==> src/link_ctrl_map.svh <==
`ifndef LINK_CTRL_MAP_SVH
`define LINK_CTRL_MAP_SVH
// ------------------------------------------------------------
// Register offsets (byte addresses, one word each)
// ------------------------------------------------------------
`define OFS_CTRL 8'h00
`define OFS_STATUS 8'h04
`define OFS_RESULT 8'h08
`define OFS_DATA_LO 8'h0C
`define OFS_DATA_HI 8'h10
`define OFS_PAGES 8'h14
// ------------------------------------------------------------
// Field positions
// ------------------------------------------------------------
`define CTRL_PWR_DOWN 0
`define CTRL_START_CAL 1
`define CTRL_START_UP 2
`define ST_BUSY 0
`define ST_CAL_DONE 1
`define ST_PAGE_REQ 2
`define ST_UP_DONE 3
`define ST_PAGE_LSB 8
// ------------------------------------------------------------
// Reset values and figures
// ------------------------------------------------------------
`define PAGES_RESET 4'h6
`define PAGE_BITS 64
`define RESULT_BITS 24
`define STROBE_NS 20000
`define SETTLE_NS 10000
`define PAGE_WRITE_NS 2000000
`define CLK_NS 20
`endif

==> src/link_ctrl_pkg.sv <==
package link_ctrl_pkg;
  // Sequencer states of the host side.
  typedef enum logic [3:0] {
    ST_IDLE = 4'b0000,
    ST_CAL_ENTER = 4'b0001,
    ST_CAL_LOW = 4'b0010,
    ST_CAL_HIGH = 4'b0011,
    ST_CAL_END = 4'b0100,
    ST_UP_WAIT = 4'b0101,
    ST_UP_BIT = 4'b0110,
    ST_UP_ACK = 4'b0111,
    ST_UP_GAP = 4'b1000,
    ST_UP_PAGE = 4'b1001
  } seq_state_t;
endpackage

==> src/link_host_ctrl.sv <==
// Implementation choices: the register offsets and the Wishbone interface to the registers.
`timescale 1ns/10ps
`include "link_ctrl_map.svh"

// Contract
// - Unused power pin is held low.
// - Strobe high, calibrate low requests calibration.
// - Host pulses strobe per bit; 24 then ack high.
// - Calibrate pin high ends calibration.
// - Strobe low, calibrate low requests upload; the code enters upload with strobe high.
// - Pages of eight bytes, 64 bits, serially.
// - Counters start at one; strobe low, first bit.
// - Device samples, pulses ack; host alternates strobes.
// - Next page starts with strobe low; 6 or 13.
// - Page bits go bit 63 first, bit 0 last.
// - Calibrate pin high ends setup mode.
module link_host_ctrl #(
  parameter int PAGE_WAIT_CYC = (`PAGE_WRITE_NS + `CLK_NS - 1) / `CLK_NS,
  parameter int STROBE_CYC = (`STROBE_NS + `CLK_NS - 1) / `CLK_NS,
  parameter int SETTLE_CYC = (`SETTLE_NS + `CLK_NS - 1) / `CLK_NS
) (
  input wire logic clk_i, // System clock, 50 MHz.
  input wire logic rst_i, // Synchronous reset, active high.
  input wire logic ce_i, // Clock enable, freezes state when low.
  input wire logic wb_cyc_i, // Wishbone cycle.
  input wire logic wb_stb_i, // Wishbone strobe.
  input wire logic wb_we_i, // Wishbone write enable.
  input wire logic [7:0] wb_adr_i, // Wishbone byte address.
  input wire logic [3:0] wb_sel_i, // Wishbone byte selects.
  input wire logic [31:0] wb_dat_i, // Wishbone write data.
  output logic [31:0] wb_dat_o, // Wishbone read data.
  output logic wb_ack_o, // Wishbone acknowledge.
  output logic power_control_n_o, // Power pin, high powers down.
  output logic host_strobe_n_o, // Host strobe pin.
  output logic cal_select_n_o, // Calibrate-select pin.
  output logic upload_serial_in_o, // Serial upload data pin.
  input wire logic ack_clk_n_i, // Device acknowledge clock.
  input wire logic result_serial_out_i // Device serial result.
);

  // ----------------------------------------------------------
  // Timing counts
  // ----------------------------------------------------------
  localparam int TW = 24;

  // ----------------------------------------------------------
  // Pin synchronisers
  // ----------------------------------------------------------
  logic [1:0] ack_sync_q, ack_sync_d;
  logic [1:0] res_sync_q, res_sync_d;
  logic ack_n;
  logic res_bit;

  // Two flops on each pin coming from the device.
  always_comb begin
    ack_sync_d = {ack_sync_q[0], ack_clk_n_i};
    res_sync_d = {res_sync_q[0], result_serial_out_i};
  end

  always_ff @(posedge clk_i) begin
    if (rst_i) begin
      ack_sync_q <= 2'h3;
      res_sync_q <= 2'h0;
    end else if (ce_i) begin
      ack_sync_q <= ack_sync_d;
      res_sync_q <= res_sync_d;
    end
  end

  assign ack_n = ack_sync_q[1];
  assign res_bit = res_sync_q[1];

  // ----------------------------------------------------------
  // Sequencer and registers
  // ----------------------------------------------------------
  link_ctrl_pkg::seq_state_t state_q, state_d;
  logic [TW-1:0] timer_q, timer_d;
  logic [6:0] bit_q, bit_d;
  logic [3:0] page_q, page_d;
  logic [3:0] pages_q, pages_d;
  logic [63:0] shift_q, shift_d;
  logic [31:0] data_lo_q, data_lo_d;
  logic [23:0] result_q, result_d;
  logic pwr_q, pwr_d;
  logic strobe_q, strobe_d;
  logic cal_q, cal_d;
  logic dout_q, dout_d;
  logic cal_done_q, cal_done_d;
  logic up_done_q, up_done_d;
  logic page_full_q, page_full_d;
  logic ack_q, ack_d;
  logic [31:0] rdat_q, rdat_d;
  logic wr, rd_sel;

  assign wr = wb_cyc_i & wb_stb_i & wb_we_i & ~ack_q;
  assign rd_sel = wb_cyc_i & wb_stb_i & ~ack_q;

  // Next-state logic of the handshake sequencer and the bus slave.
  always_comb begin
    state_d = state_q;
    timer_d = timer_q;
    bit_d = bit_q;
    page_d = page_q;
    pages_d = pages_q;
    shift_d = shift_q;
    data_lo_d = data_lo_q;
    result_d = result_q;
    pwr_d = pwr_q;
    strobe_d = strobe_q;
    cal_d = cal_q;
    dout_d = dout_q;
    cal_done_d = cal_done_q;
    up_done_d = up_done_q;
    page_full_d = page_full_q;
    ack_d = rd_sel;
    rdat_d = 32'h0000_0000;
    if (timer_q != '0) begin
      timer_d = timer_q - 1'b1;
    end
    // Register writes; a page handed in while idle is refused.
    if (wr) begin
      case (wb_adr_i)
        `OFS_CTRL: begin
          if (wb_sel_i[0]) begin
            pwr_d = wb_dat_i[`CTRL_PWR_DOWN];
          end
        end
        `OFS_DATA_LO: begin
          data_lo_d = wb_dat_i;
        end
        `OFS_DATA_HI: begin
          if (state_q == link_ctrl_pkg::ST_UP_WAIT) begin
            shift_d = {wb_dat_i, data_lo_q};
            page_full_d = 1'b1;
          end
        end
        `OFS_PAGES: begin
          if (wb_sel_i[0] && state_q == link_ctrl_pkg::ST_IDLE) begin
            pages_d = wb_dat_i[3:0];
          end
        end
        default: begin
        end
      endcase
    end
    // Read data, unmapped addresses read as zero.
    case (wb_adr_i)
      `OFS_CTRL: rdat_d = {31'h0000_0000, pwr_q};
      `OFS_STATUS: rdat_d = {20'h0_0000, page_q, 4'h0, up_done_q,
        state_q == link_ctrl_pkg::ST_UP_WAIT && !page_full_q,
        cal_done_q, state_q != link_ctrl_pkg::ST_IDLE};
      `OFS_RESULT: rdat_d = {8'h00, result_q};
      `OFS_DATA_LO: rdat_d = data_lo_q;
      `OFS_PAGES: rdat_d = {28'h000_0000, pages_q};
      default: rdat_d = 32'h0000_0000;
    endcase
    case (state_q)
      link_ctrl_pkg::ST_IDLE: begin
        strobe_d = 1'b1;
        cal_d = 1'b1;
        if (wr && wb_adr_i == `OFS_CTRL && wb_sel_i[0] &&
            !wb_dat_i[`CTRL_PWR_DOWN] && !pwr_q) begin
          if (wb_dat_i[`CTRL_START_CAL]) begin
            cal_d = 1'b0;
            cal_done_d = 1'b0;
            bit_d = 7'h00;
            state_d = link_ctrl_pkg::ST_CAL_ENTER;
          end else if (wb_dat_i[`CTRL_START_UP]) begin
            cal_d = 1'b0;
            strobe_d = 1'b1;
            up_done_d = 1'b0;
            page_d = 4'h1;
            page_full_d = 1'b0;
            state_d = link_ctrl_pkg::ST_UP_WAIT;
          end
        end
      end
      // Device drops the ack clock with the first bit ready.
      link_ctrl_pkg::ST_CAL_ENTER: begin
        if (!ack_n) begin
          timer_d = TW'(SETTLE_CYC);
          state_d = link_ctrl_pkg::ST_CAL_LOW;
        end
      end
      // Take the presented bit, then pulse the strobe low.
      link_ctrl_pkg::ST_CAL_LOW: begin
        if (timer_q == '0 && strobe_q) begin
          result_d = {result_q[22:0], res_bit};
          strobe_d = 1'b0;
          timer_d = TW'(STROBE_CYC);
        end else if (timer_q == '0) begin
          strobe_d = 1'b1;
          bit_d = bit_q + 7'h01;
          timer_d = TW'(SETTLE_CYC);
          state_d = link_ctrl_pkg::ST_CAL_HIGH;
        end
      end
      link_ctrl_pkg::ST_CAL_HIGH: begin
        if (timer_q == '0) begin
          if (bit_q == 7'(`RESULT_BITS)) begin
            state_d = link_ctrl_pkg::ST_CAL_END;
          end else begin
            state_d = link_ctrl_pkg::ST_CAL_LOW;
          end
        end
      end
      // After the last pulse the ack clock returns high.
      link_ctrl_pkg::ST_CAL_END: begin
        if (ack_n) begin
          cal_d = 1'b1;
          cal_done_d = 1'b1;
          state_d = link_ctrl_pkg::ST_IDLE;
        end
      end
      // Wait for software to hand in a 64-bit page.
      link_ctrl_pkg::ST_UP_WAIT: begin
        if (page_full_q) begin
          bit_d = 7'h01;
          dout_d = shift_q[63];
          strobe_d = 1'b0;
          state_d = link_ctrl_pkg::ST_UP_BIT;
        end
      end
      // Bit presented with strobe low; wait for the ack pulse.
      link_ctrl_pkg::ST_UP_BIT: begin
        if (!ack_n) begin
          state_d = link_ctrl_pkg::ST_UP_ACK;
        end
      end
      link_ctrl_pkg::ST_UP_ACK: begin
        if (ack_n) begin
          strobe_d = 1'b1;
          timer_d = TW'(STROBE_CYC);
          state_d = link_ctrl_pkg::ST_UP_GAP;
        end
      end
      // Strobe high between bits; the last one ends the page.
      link_ctrl_pkg::ST_UP_GAP: begin
        if (timer_q == '0) begin
          if (bit_q == 7'(`PAGE_BITS)) begin
            page_full_d = 1'b0;
            timer_d = TW'(PAGE_WAIT_CYC);
            state_d = link_ctrl_pkg::ST_UP_PAGE;
          end else begin
            shift_d = {shift_q[62:0], 1'b0};
            dout_d = shift_q[62];
            bit_d = bit_q + 7'h01;
            strobe_d = 1'b0;
            state_d = link_ctrl_pkg::ST_UP_BIT;
          end
        end
      end
      // Let the EEPROM page write finish before moving on.
      link_ctrl_pkg::ST_UP_PAGE: begin
        if (timer_q == '0) begin
          if (page_q == pages_q) begin
            cal_d = 1'b1;
            up_done_d = 1'b1;
            state_d = link_ctrl_pkg::ST_IDLE;
          end else begin
            page_d = page_q + 4'h1;
            state_d = link_ctrl_pkg::ST_UP_WAIT;
          end
        end
      end
      default: begin
        state_d = link_ctrl_pkg::ST_IDLE;
      end
    endcase
  end

  // State registers; the power pin resets low so the device runs.
  always_ff @(posedge clk_i) begin
    if (rst_i) begin
      state_q <= link_ctrl_pkg::ST_IDLE;
      timer_q <= '0;
      bit_q <= 7'h00;
      page_q <= 4'h0;
      pages_q <= `PAGES_RESET;
      shift_q <= 64'h0000_0000_0000_0000;
      data_lo_q <= 32'h0000_0000;
      result_q <= 24'h00_0000;
      pwr_q <= 1'b0;
      strobe_q <= 1'b1;
      cal_q <= 1'b1;
      dout_q <= 1'b0;
      cal_done_q <= 1'b0;
      up_done_q <= 1'b0;
      page_full_q <= 1'b0;
      ack_q <= 1'b0;
      rdat_q <= 32'h0000_0000;
    end else if (ce_i) begin
      state_q <= state_d;
      timer_q <= timer_d;
      bit_q <= bit_d;
      page_q <= page_d;
      pages_q <= pages_d;
      shift_q <= shift_d;
      data_lo_q <= data_lo_d;
      result_q <= result_d;
      pwr_q <= pwr_d;
      strobe_q <= strobe_d;
      cal_q <= cal_d;
      dout_q <= dout_d;
      cal_done_q <= cal_done_d;
      up_done_q <= up_done_d;
      page_full_q <= page_full_d;
      ack_q <= ack_d;
      rdat_q <= rdat_d;
    end
  end

  // ----------------------------------------------------------
  // Outputs
  // ----------------------------------------------------------
  // All pins and bus data come straight from flops.
  assign wb_dat_o = rdat_q;
  assign wb_ack_o = ack_q;
  assign power_control_n_o = pwr_q;
  assign host_strobe_n_o = strobe_q;
  assign cal_select_n_o = cal_q;
  assign upload_serial_in_o = dout_q;

endmodule // link_host_ctrl

==> config.mk <==
export PLATFORM = sky130hd
export DESIGN_NAME = link_host_ctrl
export DESIGN_NICKNAME = d
export VERILOG_FILES = /design/src/link_ctrl_pkg.sv /design/src/link_host_ctrl.sv
export VERILOG_INCLUDE_DIRS = /design/src /design/src/src
export SDC_FILE = /design/constraint.sdc
export NUM_CORES = 1
export LEC_CHECK = 0
export ABC_AREA = 1
export BUFFER_PORTS_ARGS = -buffer_cell sky130_fd_sc_hd__buf_4
export CORE_ASPECT_RATIO = 0.6
export CORE_MARGIN = 1
export CORE_UTILIZATION = 40
export CTS_BUF_LIST = sky130_fd_sc_hd__clkbuf_4 sky130_fd_sc_hd__clkbuf_8
export CTS_CLUSTER_DIAMETER = 80
export CTS_CLUSTER_SIZE = 14
export DETAILED_ROUTE_END_ITERATION = 10
export GPL_TIMING_DRIVEN = 0
export PLACE_DENSITY = 0.57
export SKIP_CTS_REPAIR_TIMING = 1
export SYNTH_ARGS = -nofsm -noshare
export SYNTH_HDL_FRONTEND = slang
export SYNTH_SLANG_ARGS = --single-unit
==> constraint.sdc <==
create_clock -name clk_i -period 2.2 [get_ports clk_i]
set_input_delay 0.33 -clock clk_i [delete_from_list [all_inputs] [get_ports clk_i]]
set_output_delay 0.33 -clock clk_i [all_outputs]
set_load 0.005 [all_outputs]
# Word level (Yosys, flattened, before mapping)
# Index checks and enable logic that the tools add are counted.
# Widths: inputs -> output; s select.
# word_totals
regBits	207
wordCells	175
# op_classes
bitwise	5
add_sub_neg	3
eq_ne	36
n_reduce_logical	33
mux	79
# op_table
op	count
$mux 64	6
$mux 24	7
$pmux 32 s5	1
$pmux 24 s4	1
$mux 4	19
$mux 7	7
$pmux 4 s10	1
$ne 2x2->1 const B	16
$pmux 7 s4	1
$mux 1	27
$logic_not 24->1	1
$reduce_bool 24->1	1
$sub 24x1->24 const B	1
$reduce_and 7->1	3
$eq 4x3->1 const B	4
$eq 8x4->1 const B	2
$eq 8x5->1 const B	2
$reduce_and 5->1	3
$reduce_and 13->1	1
$reduce_and 9->1	1
$eq 4x2->1 const B	2
$eq 4x4->1 const B	2
$eq 8x3->1 const B	1
$logic_not 8->1	1
24 further kinds	45

# Longest topological paths before layout
# depth
ltp_word	9
mapped_depth	15
depth_no_buf	15

# Least setup slack after synthesis
# OpenSTA, ideal clock, no wires.
# synth_path
path_type	reg2reg
start	reg timer_q[0]
end	reg result_q[10]
setup_ns	0.118
period_less_slack_ns	1.747
setup_slack_ns	0.453
arrival_time_ns	1.629
stages_incl_launch_ff	12
n_path_buf	2
cell_sequence	dfxtp_1 > inv_1 > ha_1 > nand2_1 > nor2_1 > nand2_1 > nor2_8 > nand3_4 > nor2_8 > buf_8 > buf_12 > a21oi_2
# synth_between
elab_chain_len	3
# synth_lines
element	line_no	rtl
from (decl)	link_host_ctrl.sv:77	logic [TW-1:0] timer_q, timer_d;
from (signal assigned)	link_host_ctrl.sv:294	timer_q <= timer_d;
$logic_not 24->1	link_host_ctrl.sv:187	if (timer_q == '0 && strobe_q) begin
$logic_and 1x1->1	link_host_ctrl.sv:187	
$reduce_and 3->1 (no line)	--	
to (signal assigned)	link_host_ctrl.sv:300	result_q <= result_d;
to (decl)	link_host_ctrl.sv:83	logic [23:0] result_q, result_d;
# Every way passes these cells.
# A chain may end at the register's enable or synchronous reset.

# Final worst setup path
# layout_path
start	in wb_adr_i[7]
end	reg data_lo_q[18]
# layout_between
elab_chain_len	2
# layout_lines
element	line_no	rtl
from (decl)	link_host_ctrl.sv:28	input wire logic [7:0] wb_adr_i,
$eq 8x4->1	link_host_ctrl.sv:122	case (wb_adr_i)
$reduce_and 3->1 (no line)	--	
to (signal assigned)	link_host_ctrl.sv:299	data_lo_q <= data_lo_d;
to (decl)	link_host_ctrl.sv:82	logic [31:0] data_lo_q, data_lo_d;
# Every way passes these cells.

==> results <==
- The core region area is approximately 0.027 mm².
- For this run, global-route usage on met1 was measured as 43.0%.
- The critical path is of the primary input to flop type.
- For this run, the total global-route usage over all layers was measured as 26.9%.
- The leakage power is ~5 nW.
- Yosys printed 0 warnings.
- Compared with the post-synthesis result, the final layout area differs by 13.8%.
- The first-pass GRT wire length is roughly 58 mm.
- On the final layout, the worst clock skew is ~0.017 ns.
- Setup violations remaining at the end of the flow were counted as 0.
- The proportion of layout cells with a drive suffix above 1 is roughly 15%.
- The worst-case hold slack is around 0.011 ns.
- The layer flagged by global routing as most heavily used is met1.
- Global routing used approximately 36% of the available met2 tracks.
- After detailed routing, the number of remaining DRC violations is 0.
- The number of cells produced by synthesis is ~1600.
- For met3 alone, demand over resource in global routing was between 6 and 7%.
- The number of sinks driven by the clock tree is ~210.
- STA classifies the critical path startpoint as a primary input.
- The count of H-tree levels built during CTS is 1.
- The number of distinct library cells after synthesis is between 40 and 50.
- Once detail routing completed, the nets flagged for antenna violations numbered 0.
- The row count is 46.
- The die width is approximately 210 µm.
- The flow ran to the end, and the final reports show no timing, DRC or antenna violations.
- The count of antenna diodes in the layout is 0.
- After Yosys synthesis, full adders, half adders and majority gates account for less than 1% of the synthesized area.
- The basic-gate share of the synthesized area counting and, or, nand and nor cells is around a quarter.
- The max-slew violation count is 0.
- The total CTS buffers is 18.
- The register cell area after layout is between 0.004 and 0.005 mm².
- The clock reaches the later pin of the worst-skew pair after about 0.55 ns.
- The worst-case headroom to the max-slew limit is a little under 40%.
- The portion of synthesized area spent on multiplexers is 0%.
- The main combinational cell family by area after synthesis is simple AND/OR/NAND/NOR gates.
- The number of synthesized register bits is between 200 and 250.
- The post-detailed-placement half-perimeter wirelength is roughly 29 mm.
- The routability-driven placement congestion ratio is a little over 0.9.
- For this run, the detailed router's first-pass iteration total came to 8.
- In this run the clock root is driven by a sky130_fd_sc_hd__clkbuf_8.
- The number of port buffers is 83.
- The cell area after synthesis is roughly 0.011 mm².
- The top-level port count is 89.
- The routed length per placed instance is 18.4 µm.
- The worst hold path class is primary input to flop.
- Along the worst path, the maximum fanout reaches 10.
- The type of destination of the critical path is a flop.
- The maximum ir drop on the vdd rail is roughly 320 µV.
- The data arrival time at the worst-slack endpoint is between 2 and 3 ns.
- The max capacitance violation total is 0.
- The slew at the pin with the worst max-slew slack is approximately 0.91 ns.
- In this run the deepest clock path goes through 3 buffers.
- The post-synthesis xor/xnor area fraction is 1.61%.
- The largest net degree at the start of global routing is 15.
- The initial utilization of the core area, before any placement, comes to about 41%.
- The combined area of the multi-input logic cells is 0.00544 mm².
- The die covers about 0.028 mm².
- The net count of the mapped netlist is 1634.
- For this block, the routed nets add up to around 38 mm of wire.
- The cell area power density is about 720 mW/mm².
- After clock tree synthesis, the clock-pin slew on the worst setup and hold paths is ~0.10 ns.
- The achievable frequency is 0.465 GHz.
- The TritonCTS clock tree is done.
- The number of global-route vias before repair was between 9000 and 10000.
- The per-instance average area after synthesis is between 6 and 7 µm².
- Counting the fill cells in the layout gives 2777.
- The number of antenna violations at the first check in global routing is 0.
- Global routing finished with a remaining overflow of 0.
- The sequential share of the synthesized area is between 30% and 40%.
- The detailed router finished its first iteration with roughly 1200 violations.
- At the end of the flow, the number of nets in the layout was around 1700.
- The routed via count divided by cell count is ~5.4.
- In the final timing run, aggregate negative setup slack is 0 ns.
- The share of the synthesized area in compound gates (AO/OA/AOI/OAI) is a little over a fifth.
- Data on the critical path is required at its endpoint by around 2.6 ns.
- From bottom edge to top edge, the die measures about 130 µm.
- Summing over every cut layer, the via total after detailed routing is 11000.
- The total count of hold-check failures in the final report is 0.
- The period utilization is 97.7%.
- The clock period could shrink to ~2.2 ns.
-- cells in the mapped netlist (all sizes together) --
master | instances | area share, %
a211oi | 1 | 0.069
a21oi | 164 | 8.5
a31oi | 2 | 0.12
and3 | 1 | 0.058
buf | 41 | 2.7
clkbuf | 43 | 1.5
dfxtp | 207 | 38
ha | 6 | 0.69
inv | 234 | 8.1
nand2 | 359 | 13
nand3 | 65 | 3.4
nand3b | 3 | 0.21
nand4 | 13 | 0.75
nor2 | 167 | 7.0
nor3 | 15 | 0.74
nor3b | 4 | 0.28
nor4 | 2 | 0.12
o2111ai | 1 | 0.081
o211ai | 8 | 0.60
o21a | 1 | 0.069
o21ai | 130 | 6.1
o21bai | 1 | 0.069
o221ai | 39 | 3.4
o22ai | 47 | 2.7
or2 | 2 | 0.12
xnor2 | 7 | 0.56
xor2 | 13 | 1.0
-- worst max-delay path, stage by stage --
cell                       delay, ns
sky130_fd_sc_hd__buf_4          0.11
sky130_fd_sc_hd__nor2_1         0.12
sky130_fd_sc_hd__nand2_1        0.15
sky130_fd_sc_hd__inv_2          0.12
sky130_fd_sc_hd__nand4_1        0.24
sky130_fd_sc_hd__nor2_4         0.35
sky130_fd_sc_hd__nand2_2        0.25
sky130_fd_sc_hd__clkbuf_1       0.28
sky130_fd_sc_hd__o21ai_0        0.51
sky130_fd_sc_hd__a21oi_1        0.09
-- state kept, by name, indices dropped and copies added (netlist names) --
| name | count |
|---|---|
| bit_q | 7 |
| data_lo_q | 32 |
| cal_done_q | 1 |
| wb_dat_o | 32 |
| result_q | 24 |
| res_sync_q | 2 |
| timer_q | 24 |
| shift_q | 64 |
| upload_serial_in_o | 1 |
| page_full_q | 1 |
| state_q | 4 |
| ack_sync_q | 2 |
| wb_ack_o | 1 |
| up_done_q | 1 |
| page_q | 4 |
| power_control_n_o | 1 |
| pages_q | 4 |
| cal_select_n_o | 1 |
| host_strobe_n_o | 1 |
-- layout by cell type, fill, tap and decap left out, types with 19 or more instances in the layout --
master	count
sky130_fd_sc_hd__o221ai_1	35
sky130_fd_sc_hd__o22ai_1	47
sky130_fd_sc_hd__dfxtp_1	205
sky130_fd_sc_hd__o21ai_0	77
sky130_fd_sc_hd__nor2_1	137
sky130_fd_sc_hd__nand3_1	61
sky130_fd_sc_hd__clkbuf_8	19
sky130_fd_sc_hd__buf_4	91
sky130_fd_sc_hd__a21oi_2	24
sky130_fd_sc_hd__nand2_1	341
sky130_fd_sc_hd__o21ai_1	51
sky130_fd_sc_hd__inv_1	221
sky130_fd_sc_hd__a21oi_1	139
sky130_fd_sc_hd__clkbuf_1	39
-- path summary, 6_finish.rpt --
| check | start | end | slack, ns | depth (start not counted) |
|---|---|---|---|---|
| worst max-delay path | wb_adr_i[7] | data_lo_q[18]$_SDFFE_PP0P_ | 0.05 | 10 |
| worst max register to register | state_q[3]$_SDFFE_PP0P_ | state_q[0]$_SDFFE_PP0P_ | 0.09 | 11 |
| worst min register to register | page_full_q$_SDFFE_PP0P_ | page_full_q$_SDFFE_PP0P_ | 0.46 | 2 |
| worst min-delay path | ack_clk_n_i | ack_sync_q[0]$_SDFFE_PP1P_ | 0.01 | 3 |
-- metal layers --
layer  routed length (µm)  vias to the layer above  part of all wire (%)
li1                     -                     5336                     -
met1                19300                     5119                    51
met2                13900                      463                    37
met3                 3940                       37                    10
met4                  508                        0                   1.3
met5                    0                        -                     0
-- cells by family after synthesis --
family,after synthesis
AOI/OAI and AO/OA,394
and+or+nand+nor,631
adders and majority gates,6
xor gates and xnor gates,20
buffers and inverters,318
DFF,207
-- report_power, final --
| group | switching, W | total [W] | internal (W) | leakage [nW] |
|---|---|---|---|---|
| registers | 0.000222 | 0.00414 | 0.00392 | 1.67 |
| clock network | 0.00135 | 0.00213 | 0.000781 | 0.141 |
| logic | 0.00176 | 0.00267 | 0.000903 | 3.09 |
| total | 0.00333 | 0.00894 | 0.00560 | 4.90 |
-- per-stage QoR --
stage                     std cells  utilization, %  setup WS (ns)  power [W]  instance area (µm²)
after floorplan                1576               -          0.453    0.00606                10900
after global placement         2019            44.9         -0.604    0.00671                11900
after detailed placement       2019            44.9         -0.632    0.00673                11900
after CTS                      2039            45.9         -0.168    0.00884                12200
after global routing           2046            46.5        -0.0126    0.00944                12300
final                          2046            46.5         0.0499    0.00894                12300
-- cell type report --
class                      count  area share (%)
buffer                        84            3.86
clock buffer                  19            2.12
clock inverter                 1          0.0405
inverter                     234            7.12
multi-input combinational   1051            44.1
sequential                   207            33.6
tap                          360            3.65
timing repair buffer          90            5.57
Power figures use the tool's default switching activity.
